$ cat config.mk
export PLATFORM = sky130hd
export DESIGN_NAME = adcrc_control
export DESIGN_NICKNAME = d
export VERILOG_FILES = /design/src/adcrc_pkg.sv /design/src/adcrc_serial_slave.sv /design/src/adcrc_control.sv
export SDC_FILE = /design/constraint.sdc
export NUM_CORES = 1
export LEC_CHECK = 0
export ABC_AREA = 1
export BUFFER_PORTS_ARGS = -buffer_cell sky130_fd_sc_hd__buf_4
export CAP_MARGIN = 20
export CORE_ASPECT_RATIO = 0.6
export CORE_MARGIN = 2
export CORE_UTILIZATION = 36
export CTS_CLUSTER_SIZE = 10
export DETAILED_ROUTE_END_ITERATION = 10
export PLACE_DENSITY = 0.49
export SLEW_MARGIN = 30
export SYNTH_ARGS = -nofsm -noshare
export SYNTH_HDL_FRONTEND = slang
export SYNTH_HIERARCHICAL = 1
export SYNTH_SLANG_ARGS = --single-unit
$ cat constraint.sdc
create_clock -name clk_sys -period 3.9 [get_ports clk_sys]
set_clock_uncertainty 0.15 [all_clocks]
set_input_delay 0.195 -clock clk_sys [delete_from_list [all_inputs] [get_ports clk_sys]]
set_output_delay 0.195 -clock clk_sys [all_outputs]
set_load 0.05 [all_outputs]
$ cat src/adcrc_pkg.sv
// Shared constants and types for the converter control register block
package adcrc_pkg;

	// Register offsets
	localparam logic [7:0] ADCRC_CONTROL_OFFSET = 8'h16;
	localparam logic [7:0] ADCRC_RESULT_LOW_OFFSET = 8'h17;
	localparam logic [7:0] ADCRC_RESULT_HIGH_OFFSET = 8'h18;
	localparam logic [7:0] ADCRC_SCRATCH_OFFSET = 8'h1b;

	// Control register fields
	localparam int ADCRC_START_POS = 6;
	localparam int ADCRC_DONE_POS = 5;
	localparam int ADCRC_REF_POS = 4;
	localparam int ADCRC_CHANNEL_MSB = 3;

	// Scratch register fields
	localparam int ADCRC_RELOAD_POS = 7;

	// Reset values
	localparam logic ADCRC_START_RESET = 1'b0;
	localparam logic ADCRC_DONE_RESET = 1'b1;
	localparam logic ADCRC_REF_RESET = 1'b0;
	localparam logic [3:0] ADCRC_CHANNEL_RESET = 4'h0;
	localparam logic [9:0] ADCRC_RESULT_RESET = 10'h000;
	localparam logic [6:0] ADCRC_SCRATCH_RESET = 7'h00;

	// Serial interface
	localparam logic [6:0] ADCRC_DEVICE_ADDRESS = 7'h48;
	localparam logic [3:0] ADCRC_BITS_PER_BYTE = 4'h8;

	typedef enum logic [3:0] {
		ADCRC_ST_IDLE = 4'b0000,
		ADCRC_ST_ADDR = 4'b0001,
		ADCRC_ST_ACK_ADDR = 4'b0010,
		ADCRC_ST_PTR = 4'b0011,
		ADCRC_ST_ACK_PTR = 4'b0100,
		ADCRC_ST_WRITE = 4'b0101,
		ADCRC_ST_ACK_WRITE = 4'b0110,
		ADCRC_ST_READ = 4'b0111,
		ADCRC_ST_READ_ACK = 4'b1000
	} adcrc_serial_state_type;

endpackage

$ cat src/adcrc_serial_slave.sv
// Two-wire serial slave that turns bus transfers into register reads and writes
`timescale 1ns/1ps
module adcrc_serial_slave
	import adcrc_pkg::*;
#(
	parameter logic [6:0] DEVICE_ADDRESS = ADCRC_DEVICE_ADDRESS
) (
	input wire logic clk_sys,
	input wire logic reset,
	input wire logic clk_en,
	input wire logic scl_in,
	input wire logic sda_in,
	output logic sda_oe,
	output logic write_strobe,
	output logic [7:0] write_data,
	output logic [7:0] reg_pointer,
	input wire logic [7:0] read_data
);

	logic [1:0] scl_sync;
	logic [1:0] sda_sync;
	logic scl_prev;
	logic sda_prev;
	logic scl_rise;
	logic scl_fall;
	logic start_seen;
	logic stop_seen;
	logic [7:0] shift_reg;
	logic [3:0] bit_cnt;
	logic read_mode;
	logic master_ack;
	adcrc_serial_state_type state;

	////////////////////////////////////////////////////////////////////////////////
	// Pin synchronisers; edge detection only looks at the second stage
	always_ff @(posedge clk_sys) begin
		if (reset) begin
			scl_sync <= 2'h3;
			sda_sync <= 2'h3;
			scl_prev <= 1'b1;
			sda_prev <= 1'b1;
		end else if (clk_en) begin
			scl_sync <= {scl_sync[0], scl_in};
			sda_sync <= {sda_sync[0], sda_in};
			scl_prev <= scl_sync[1];
			sda_prev <= sda_sync[1];
		end
	end

	assign scl_rise = scl_sync[1] & ~scl_prev;
	assign scl_fall = ~scl_sync[1] & scl_prev;
	assign start_seen = scl_sync[1] & scl_prev & sda_prev & ~sda_sync[1];
	assign stop_seen = scl_sync[1] & scl_prev & ~sda_prev & sda_sync[1];

	////////////////////////////////////////////////////////////////////////////////
	// Byte engine
	always_ff @(posedge clk_sys) begin
		if (reset) begin
			state <= ADCRC_ST_IDLE;
			shift_reg <= 8'h00;
			bit_cnt <= 4'h0;
			read_mode <= 1'b0;
			master_ack <= 1'b0;
			sda_oe <= 1'b0;
			write_strobe <= 1'b0;
			write_data <= 8'h00;
			reg_pointer <= 8'h00;
		end else if (clk_en) begin
			write_strobe <= 1'b0;
			if (start_seen) begin
				state <= ADCRC_ST_ADDR;
				bit_cnt <= 4'h0;
				sda_oe <= 1'b0;
			end else if (stop_seen) begin
				state <= ADCRC_ST_IDLE;
				sda_oe <= 1'b0;
			end else begin
				case (state)
					ADCRC_ST_ADDR, ADCRC_ST_PTR, ADCRC_ST_WRITE: begin
						if (scl_rise) begin
							shift_reg <= {shift_reg[6:0], sda_sync[1]};
							bit_cnt <= bit_cnt + 4'h1;
						end else if (scl_fall && bit_cnt == ADCRC_BITS_PER_BYTE) begin
							bit_cnt <= 4'h0;
							sda_oe <= 1'b1;
							if (state == ADCRC_ST_ADDR) begin
								if (shift_reg[7:1] == DEVICE_ADDRESS) begin
									read_mode <= shift_reg[0];
									state <= ADCRC_ST_ACK_ADDR;
								end else begin
									sda_oe <= 1'b0;
									state <= ADCRC_ST_IDLE;
								end
							end else if (state == ADCRC_ST_PTR) begin
								reg_pointer <= shift_reg;
								state <= ADCRC_ST_ACK_PTR;
							end else begin
								write_data <= shift_reg;
								write_strobe <= 1'b1;
								state <= ADCRC_ST_ACK_WRITE;
							end
						end
					end
					ADCRC_ST_ACK_ADDR: begin
						if (scl_fall) begin
							if (read_mode) begin
								shift_reg <= read_data;
								sda_oe <= ~read_data[7];
								bit_cnt <= 4'h1;
								state <= ADCRC_ST_READ;
							end else begin
								sda_oe <= 1'b0;
								state <= ADCRC_ST_PTR;
							end
						end
					end
					ADCRC_ST_ACK_PTR: begin
						if (scl_fall) begin
							sda_oe <= 1'b0;
							state <= ADCRC_ST_WRITE;
						end
					end
					ADCRC_ST_ACK_WRITE: begin
						if (scl_fall) begin
							sda_oe <= 1'b0;
							reg_pointer <= reg_pointer + 8'h01;
							state <= ADCRC_ST_WRITE;
						end
					end
					ADCRC_ST_READ: begin
						if (scl_fall) begin
							if (bit_cnt == ADCRC_BITS_PER_BYTE) begin
								sda_oe <= 1'b0;
								reg_pointer <= reg_pointer + 8'h01;
								state <= ADCRC_ST_READ_ACK;
							end else begin
								shift_reg <= {shift_reg[6:0], 1'b0};
								sda_oe <= ~shift_reg[6];
								bit_cnt <= bit_cnt + 4'h1;
							end
						end
					end
					ADCRC_ST_READ_ACK: begin
						if (scl_rise) begin
							master_ack <= ~sda_sync[1];
						end else if (scl_fall) begin
							// A refused byte ends the read; the master then sends stop
							if (master_ack) begin
								shift_reg <= read_data;
								sda_oe <= ~read_data[7];
								bit_cnt <= 4'h1;
								state <= ADCRC_ST_READ;
							end else begin
								state <= ADCRC_ST_IDLE;
							end
						end
					end
					default: begin
						state <= ADCRC_ST_IDLE;
						sda_oe <= 1'b0;
					end
				endcase
			end
		end
	end

endmodule

$ cat src/adcrc_control.sv
// Converter control registers reached over the two-wire serial interface
`timescale 1ns/1ps
// What this block does
// - Writing start launches one conversion; the bit self-clears when it completes.
// - Done flag reads zero during a conversion, one afterwards; resets to one.
// - Reference enable bit switches the converter reference; resets to zero.
// - Four-bit channel field routes one of fourteen inputs; top two codes unused.
// - Result bits seven to zero read at 0x17; reset zero.
// - Result bits nine and eight read at 0x18 low bits; rest zero.
// - Writing one to bit seven at 0x1B restores register defaults; bit reads zero.
// - Low seven bits at 0x1B are plain user storage, reset zero.
module adcrc_control
	import adcrc_pkg::*;
#(
	parameter logic [6:0] DEVICE_ADDRESS = ADCRC_DEVICE_ADDRESS
) (
	input wire logic clk_sys,
	input wire logic reset,
	input wire logic clk_en,
	input wire logic scl_in,
	input wire logic sda_in,
	output logic sda_out,
	output logic sda_oe,
	output logic converter_start,
	output logic reference_enable,
	output logic [3:0] channel_select,
	output logic register_reload,
	input wire logic converter_done,
	input wire logic [9:0] converter_result
);

	logic write_strobe;
	logic [7:0] write_data;
	logic [7:0] reg_pointer;
	logic [7:0] read_data;
	logic conversion_start_bit;
	logic conversion_done_flag;
	logic [9:0] result_data;
	logic [6:0] user_scratch_bits;
	logic reload_pending;
	logic control_write;
	logic scratch_write;

	////////////////////////////////////////////////////////////////////////////////
	// Serial register access
	adcrc_serial_slave #(
		.DEVICE_ADDRESS(DEVICE_ADDRESS)
	) u_serial (
		.clk_sys(clk_sys),
		.reset(reset),
		.clk_en(clk_en),
		.scl_in(scl_in),
		.sda_in(sda_in),
		.sda_oe(sda_oe),
		.write_strobe(write_strobe),
		.write_data(write_data),
		.reg_pointer(reg_pointer),
		.read_data(read_data)
	);

	// Open-drain line: only ever pulled low
	always_ff @(posedge clk_sys) begin
		if (reset) begin
			sda_out <= 1'b0;
		end else if (clk_en) begin
			sda_out <= 1'b0;
		end
	end

	assign control_write = write_strobe && reg_pointer == ADCRC_CONTROL_OFFSET;
	assign scratch_write = write_strobe && reg_pointer == ADCRC_SCRATCH_OFFSET;

	////////////////////////////////////////////////////////////////////////////////
	// Register reload: defaults are restored two cycles after the write strobe
	always_ff @(posedge clk_sys) begin
		if (reset) begin
			reload_pending <= 1'b0;
			register_reload <= 1'b0;
		end else if (clk_en) begin
			reload_pending <= scratch_write && write_data[ADCRC_RELOAD_POS];
			register_reload <= reload_pending;
		end
	end

	////////////////////////////////////////////////////////////////////////////////
	// Reference and channel
	// A pending reload also waits for the clock enable, so a frozen block keeps its state
	always_ff @(posedge clk_sys) begin
		if (reset || (clk_en && reload_pending)) begin
			reference_enable <= ADCRC_REF_RESET;
			channel_select <= ADCRC_CHANNEL_RESET;
		end else if (clk_en && control_write) begin
			reference_enable <= write_data[ADCRC_REF_POS];
			// Unused codes are stored as written; the converter sees them unchanged
			channel_select <= write_data[ADCRC_CHANNEL_MSB:0];
		end
	end

	////////////////////////////////////////////////////////////////////////////////
	// Conversion sequencing
	always_ff @(posedge clk_sys) begin
		if (reset || (clk_en && reload_pending)) begin
			conversion_start_bit <= ADCRC_START_RESET;
			conversion_done_flag <= ADCRC_DONE_RESET;
			converter_start <= 1'b0;
		end else if (clk_en) begin
			converter_start <= 1'b0;
			if (conversion_start_bit && converter_done) begin
				conversion_start_bit <= 1'b0;
				conversion_done_flag <= 1'b1;
			end else if (control_write && write_data[ADCRC_START_POS] && !conversion_start_bit) begin
				// A second start while busy is ignored; only reset or a register reload abandons a running conversion
				conversion_start_bit <= 1'b1;
				conversion_done_flag <= 1'b0;
				converter_start <= 1'b1;
			end
		end
	end

	always_ff @(posedge clk_sys) begin
		if (reset || (clk_en && reload_pending)) begin
			result_data <= ADCRC_RESULT_RESET;
		end else if (clk_en && conversion_start_bit && converter_done) begin
			result_data <= converter_result;
		end
	end

	////////////////////////////////////////////////////////////////////////////////
	// User storage
	always_ff @(posedge clk_sys) begin
		if (reset || (clk_en && reload_pending)) begin
			user_scratch_bits <= ADCRC_SCRATCH_RESET;
		end else if (clk_en && scratch_write) begin
			user_scratch_bits <= write_data[6:0];
		end
	end

	////////////////////////////////////////////////////////////////////////////////
	// Read mux; unmapped offsets read zero
	always_comb begin
		read_data = 8'h00;
		case (reg_pointer)
			ADCRC_CONTROL_OFFSET: begin
				read_data[ADCRC_START_POS] = conversion_start_bit;
				read_data[ADCRC_DONE_POS] = conversion_done_flag;
				read_data[ADCRC_REF_POS] = reference_enable;
				read_data[ADCRC_CHANNEL_MSB:0] = channel_select;
			end
			ADCRC_RESULT_LOW_OFFSET: begin
				read_data = result_data[7:0];
			end
			ADCRC_RESULT_HIGH_OFFSET: begin
				read_data[1:0] = result_data[9:8];
			end
			ADCRC_SCRATCH_OFFSET: begin
				read_data[6:0] = user_scratch_bits;
			end
			default: begin
				read_data = 8'h00;
			end
		endcase
	end

endmodule

==> flow_summary.json <==
{
  "status": "finished clean",
  "finalHoldViolations": 0,
  "place.port_buffers": 23,
  "dr.first_iter.drc_count": 315,
  "hpwl_mm": 8.39,
  "synth-xor-area-share_pct": 0.891,
  "r2r-end": "u_serial/reg_pointer[3]",
  "synth_compound_area_share_pct": 14.0,
  "leakage_uw": 0.00198,
  "path_buf_inv": 3,
  "start_kind": "flop",
  "slew_headroom_pct": 49.1,
  "fillers": 1141,
  "yosysWarnings": 6,
  "maxCapViolCount": 0,
  "grt_start_max_net_pins": 38,
  "cts_tree": "yes",
  "cts_resized": 0,
  "grt_pass1_vias": 3239,
  "post-place-ws_ns": 1.07,
  "antennaDiodeCount": 0,
  "reg2reg_from": "u_serial/state[1]",
  "largest_reg_flops": 10,
  "synth_top_area_share_pct": 35.1,
  "grt_pass1_wl_mm": 17.8,
  "totalPowerFinal_uw": 2760,
  "initial_core_util_pct": 37.1,
  "layout-drive-gt1-share_pct": 13.7,
  "nets": 655,
  "cp_common_cell": "nor2_1",
  "crit_type": "flop to flop",
  "gp_congestion": 0.875,
  "drc": 0,
  "die_height_um": 84.9,
  "netlist_area_sq_um": 3930,
  "synth-seq-cells": 69,
  "io_pins": 25,
  "multiInputGateArea_sq_um": 2150,
  "cp.required_ns": 3.97,
  "die-area_sq_um": 11800,
  "die_w_um": 139,
  "crit_fanout": 11,
  "rsz0062_at_grt": "false",
  "grt_overflow": 0,
  "seq_area_frac_synth_pct": 35.1,
  "async_flop_share_pct": 0,
  "final.min_clock_period_ns": 2.92,
  "power.density_nw_per_um2": 603,
  "antenna_found_initial": 0,
  "drv_slew": 0,
  "fin_ws_ns": 0.985,
  "postSynthCellCount": 607,
  "cts_buffer_depth": 2,
  "r2r_setup_slack_ns": 0.98,
  "synthTopCellsByArea": "dfxtp_1 (35%), nand2_1 (12%), nor2_1 (9.6%)",
  "vias": 3892,
  "min_path_cells": 3,
  "syn-num-nets": 626,
  "top_register": "result_data",
  "arrival_ns": 2.99,
  "tightestPinTransition_ns": 0.761,
  "max-vdd-ir-drop_mv": 0.322,
  "synth_cell_types": 39,
  "cts_root_buf": "clkbuf_16",
  "fmax_ghz": 0.343,
  "synthFlopType": "dfxtp_1",
  "crit_path_max_incr_delay_ns": 0.56,
  "syn_area_per_cell_sq_um": 6.47,
  "h-tree-depth": 3,
  "coreArea_sq_um": 10600,
  "synth_top_family_by_area": "simple AND/OR/NAND/NOR gates",
  "synthMostInstantiatedCell": "nand2_1",
  "viasPerCell": 4.99,
  "synthTopCellsByCount": "nand2_1 (130), nor2_1 (101), dfxtp_1 (69), inv_1 (69), o21ai_0 (45)",
  "crit_chain": "inv_2, nor2_1, inv_1, nand2_1, nand3b_1, nor2_1, inv_1, nor2_1, nor2_1",
  "endpoint_kind": "flop",
  "hold_path_class": "primary input to flop",
  "grt_usage_pct": 19.2,
  "numCtsBuffers": 9,
  "finalCritPeriodShare_pct": 74.7,
  "rows": 29,
  "setup_viol": 0,
  "regArea_sq_um": 1380,
  "synthMuxAreaShare_pct": 0,
  "reg2regPathDepth": 9,
  "critPathTopFamily": "simple AND/OR/NAND/NOR gates",
  "min_from": "converter_result[2]",
  "yosys.area_share.simple_pct": 38.7,
  "clkSinkCount": 69,
  "synth-adder-area-share_pct": 0.955,
  "clock_latency_ns": 0.33,
  "hold_end": "result_data[2]",
  "synth_top_area_cell": "dfxtp_1",
  "drt-wirelength-per-cell_um": 14.1,
  "synth_edf_count": 0,
  "cts_hold_repair.buffers": 9,
  "cp_slowest_cell": "nor2_1",
  "finalSetupTns_ns": 0,
  "dr.pass1.iters": 5,
  "routed_wl_mm": 11.0,
  "path_clk_slew_ns": 0.06,
  "postCtsSetupBuffers": 0,
  "postRouteAntennaNets": 0,
  "area_growth_pct": 16.5
}
## final cells by class
cell class | instances | area share (%)
clock inverters | 6 | 1.01
inverters | 83 | 6.83
clock buffers | 10 | 5.22
multi-input cells | 440 | 47.0
well taps | 139 | 3.80
flip-flops and latches | 69 | 30.2
repair buffers | 33 | 5.90
## through the flow
stage               cell area, sq um  std cells  utilization (%)  hold slack [ns]
CTS                             4570        780             43.1          0.00133
floorplan                       3930        607                -            0.114
global route                    4580        780             43.2           0.0210
global placement                4190        755             39.6            0.258
finish                          4580        780             43.2          0.00106
detailed placement              4190        755             39.6            0.266
## power by group
part           internal, uW  switching (uW)
sequential              798             106
clock                   452             336
combinational           335             730
total                  1590            1170
## tightest hold or removal path: stages
cell and delay [ns]:
buf_4 0.07, o21ai_0 0.07, a21oi_1 0.11
## per-layer routing
layer / up-vias / global-route usage (%) / wire, um
met3: 6 / 3.95 / 596
met2: 97 / 22.2 / 3780
met5: - / 0 / 0
met4: 0 / 3.31 / 64
li1: 2000 / - / -
met1: 1789 / 33.8 / 6580
## worst max-delay path by stage
stage | startpoint | to | slack [ns] | cells past startpoint
after global placement | u_serial/state[1] | u_serial/reg_pointer[5] | 1.07 | 9
after global routing | u_serial/state[1] | u_serial/reg_pointer[1] | 0.72 | 9
final | u_serial/state[1] | u_serial/reg_pointer[3] | 0.98 | 9
after floorplan | u_serial/bit_cnt[0] | u_serial/reg_pointer[4] | 2.15 | 12
after detailed placement | u_serial/state[1] | u_serial/reg_pointer[3] | 1.07 | 9
after CTS | u_serial/state[1] | u_serial/reg_pointer[6] | 1.06 | 9
## kinds of logic after synthesis
group	count (synthesis)
buf+inv	98
xor+xnor	4
other cells	1
compound gates	102
flops	69
fa+ha+maj	3
simple gates	330
## placed cells by master, fill, tap and decap left out, drive strengths merged
| cell | n |
|---|---|
| and2 | 1 |
| and3 | 1 |
| ha | 3 |
| inv | 84 |
| clkinvlp | 2 |
| buf | 24 |
| nor4 | 1 |
| dlygate4sd3 | 9 |
| o21ai | 51 |
| nor3 | 9 |
| dfxtp | 69 |
| nand3b | 1 |
| nand3 | 47 |
| nand4 | 15 |
| o22ai | 1 |
| a21o | 1 |
| o21bai | 2 |
| nand2 | 142 |
| or2 | 1 |
| o211ai | 5 |
| clkinv | 3 |
| xnor2 | 2 |
| a21oi | 41 |
| conb | 1 |
| clkbuf | 10 |
| xor2 | 2 |
| a31oi | 1 |
| nor2 | 112 |
No activity file was read; power rests on OpenSTA's default activity.
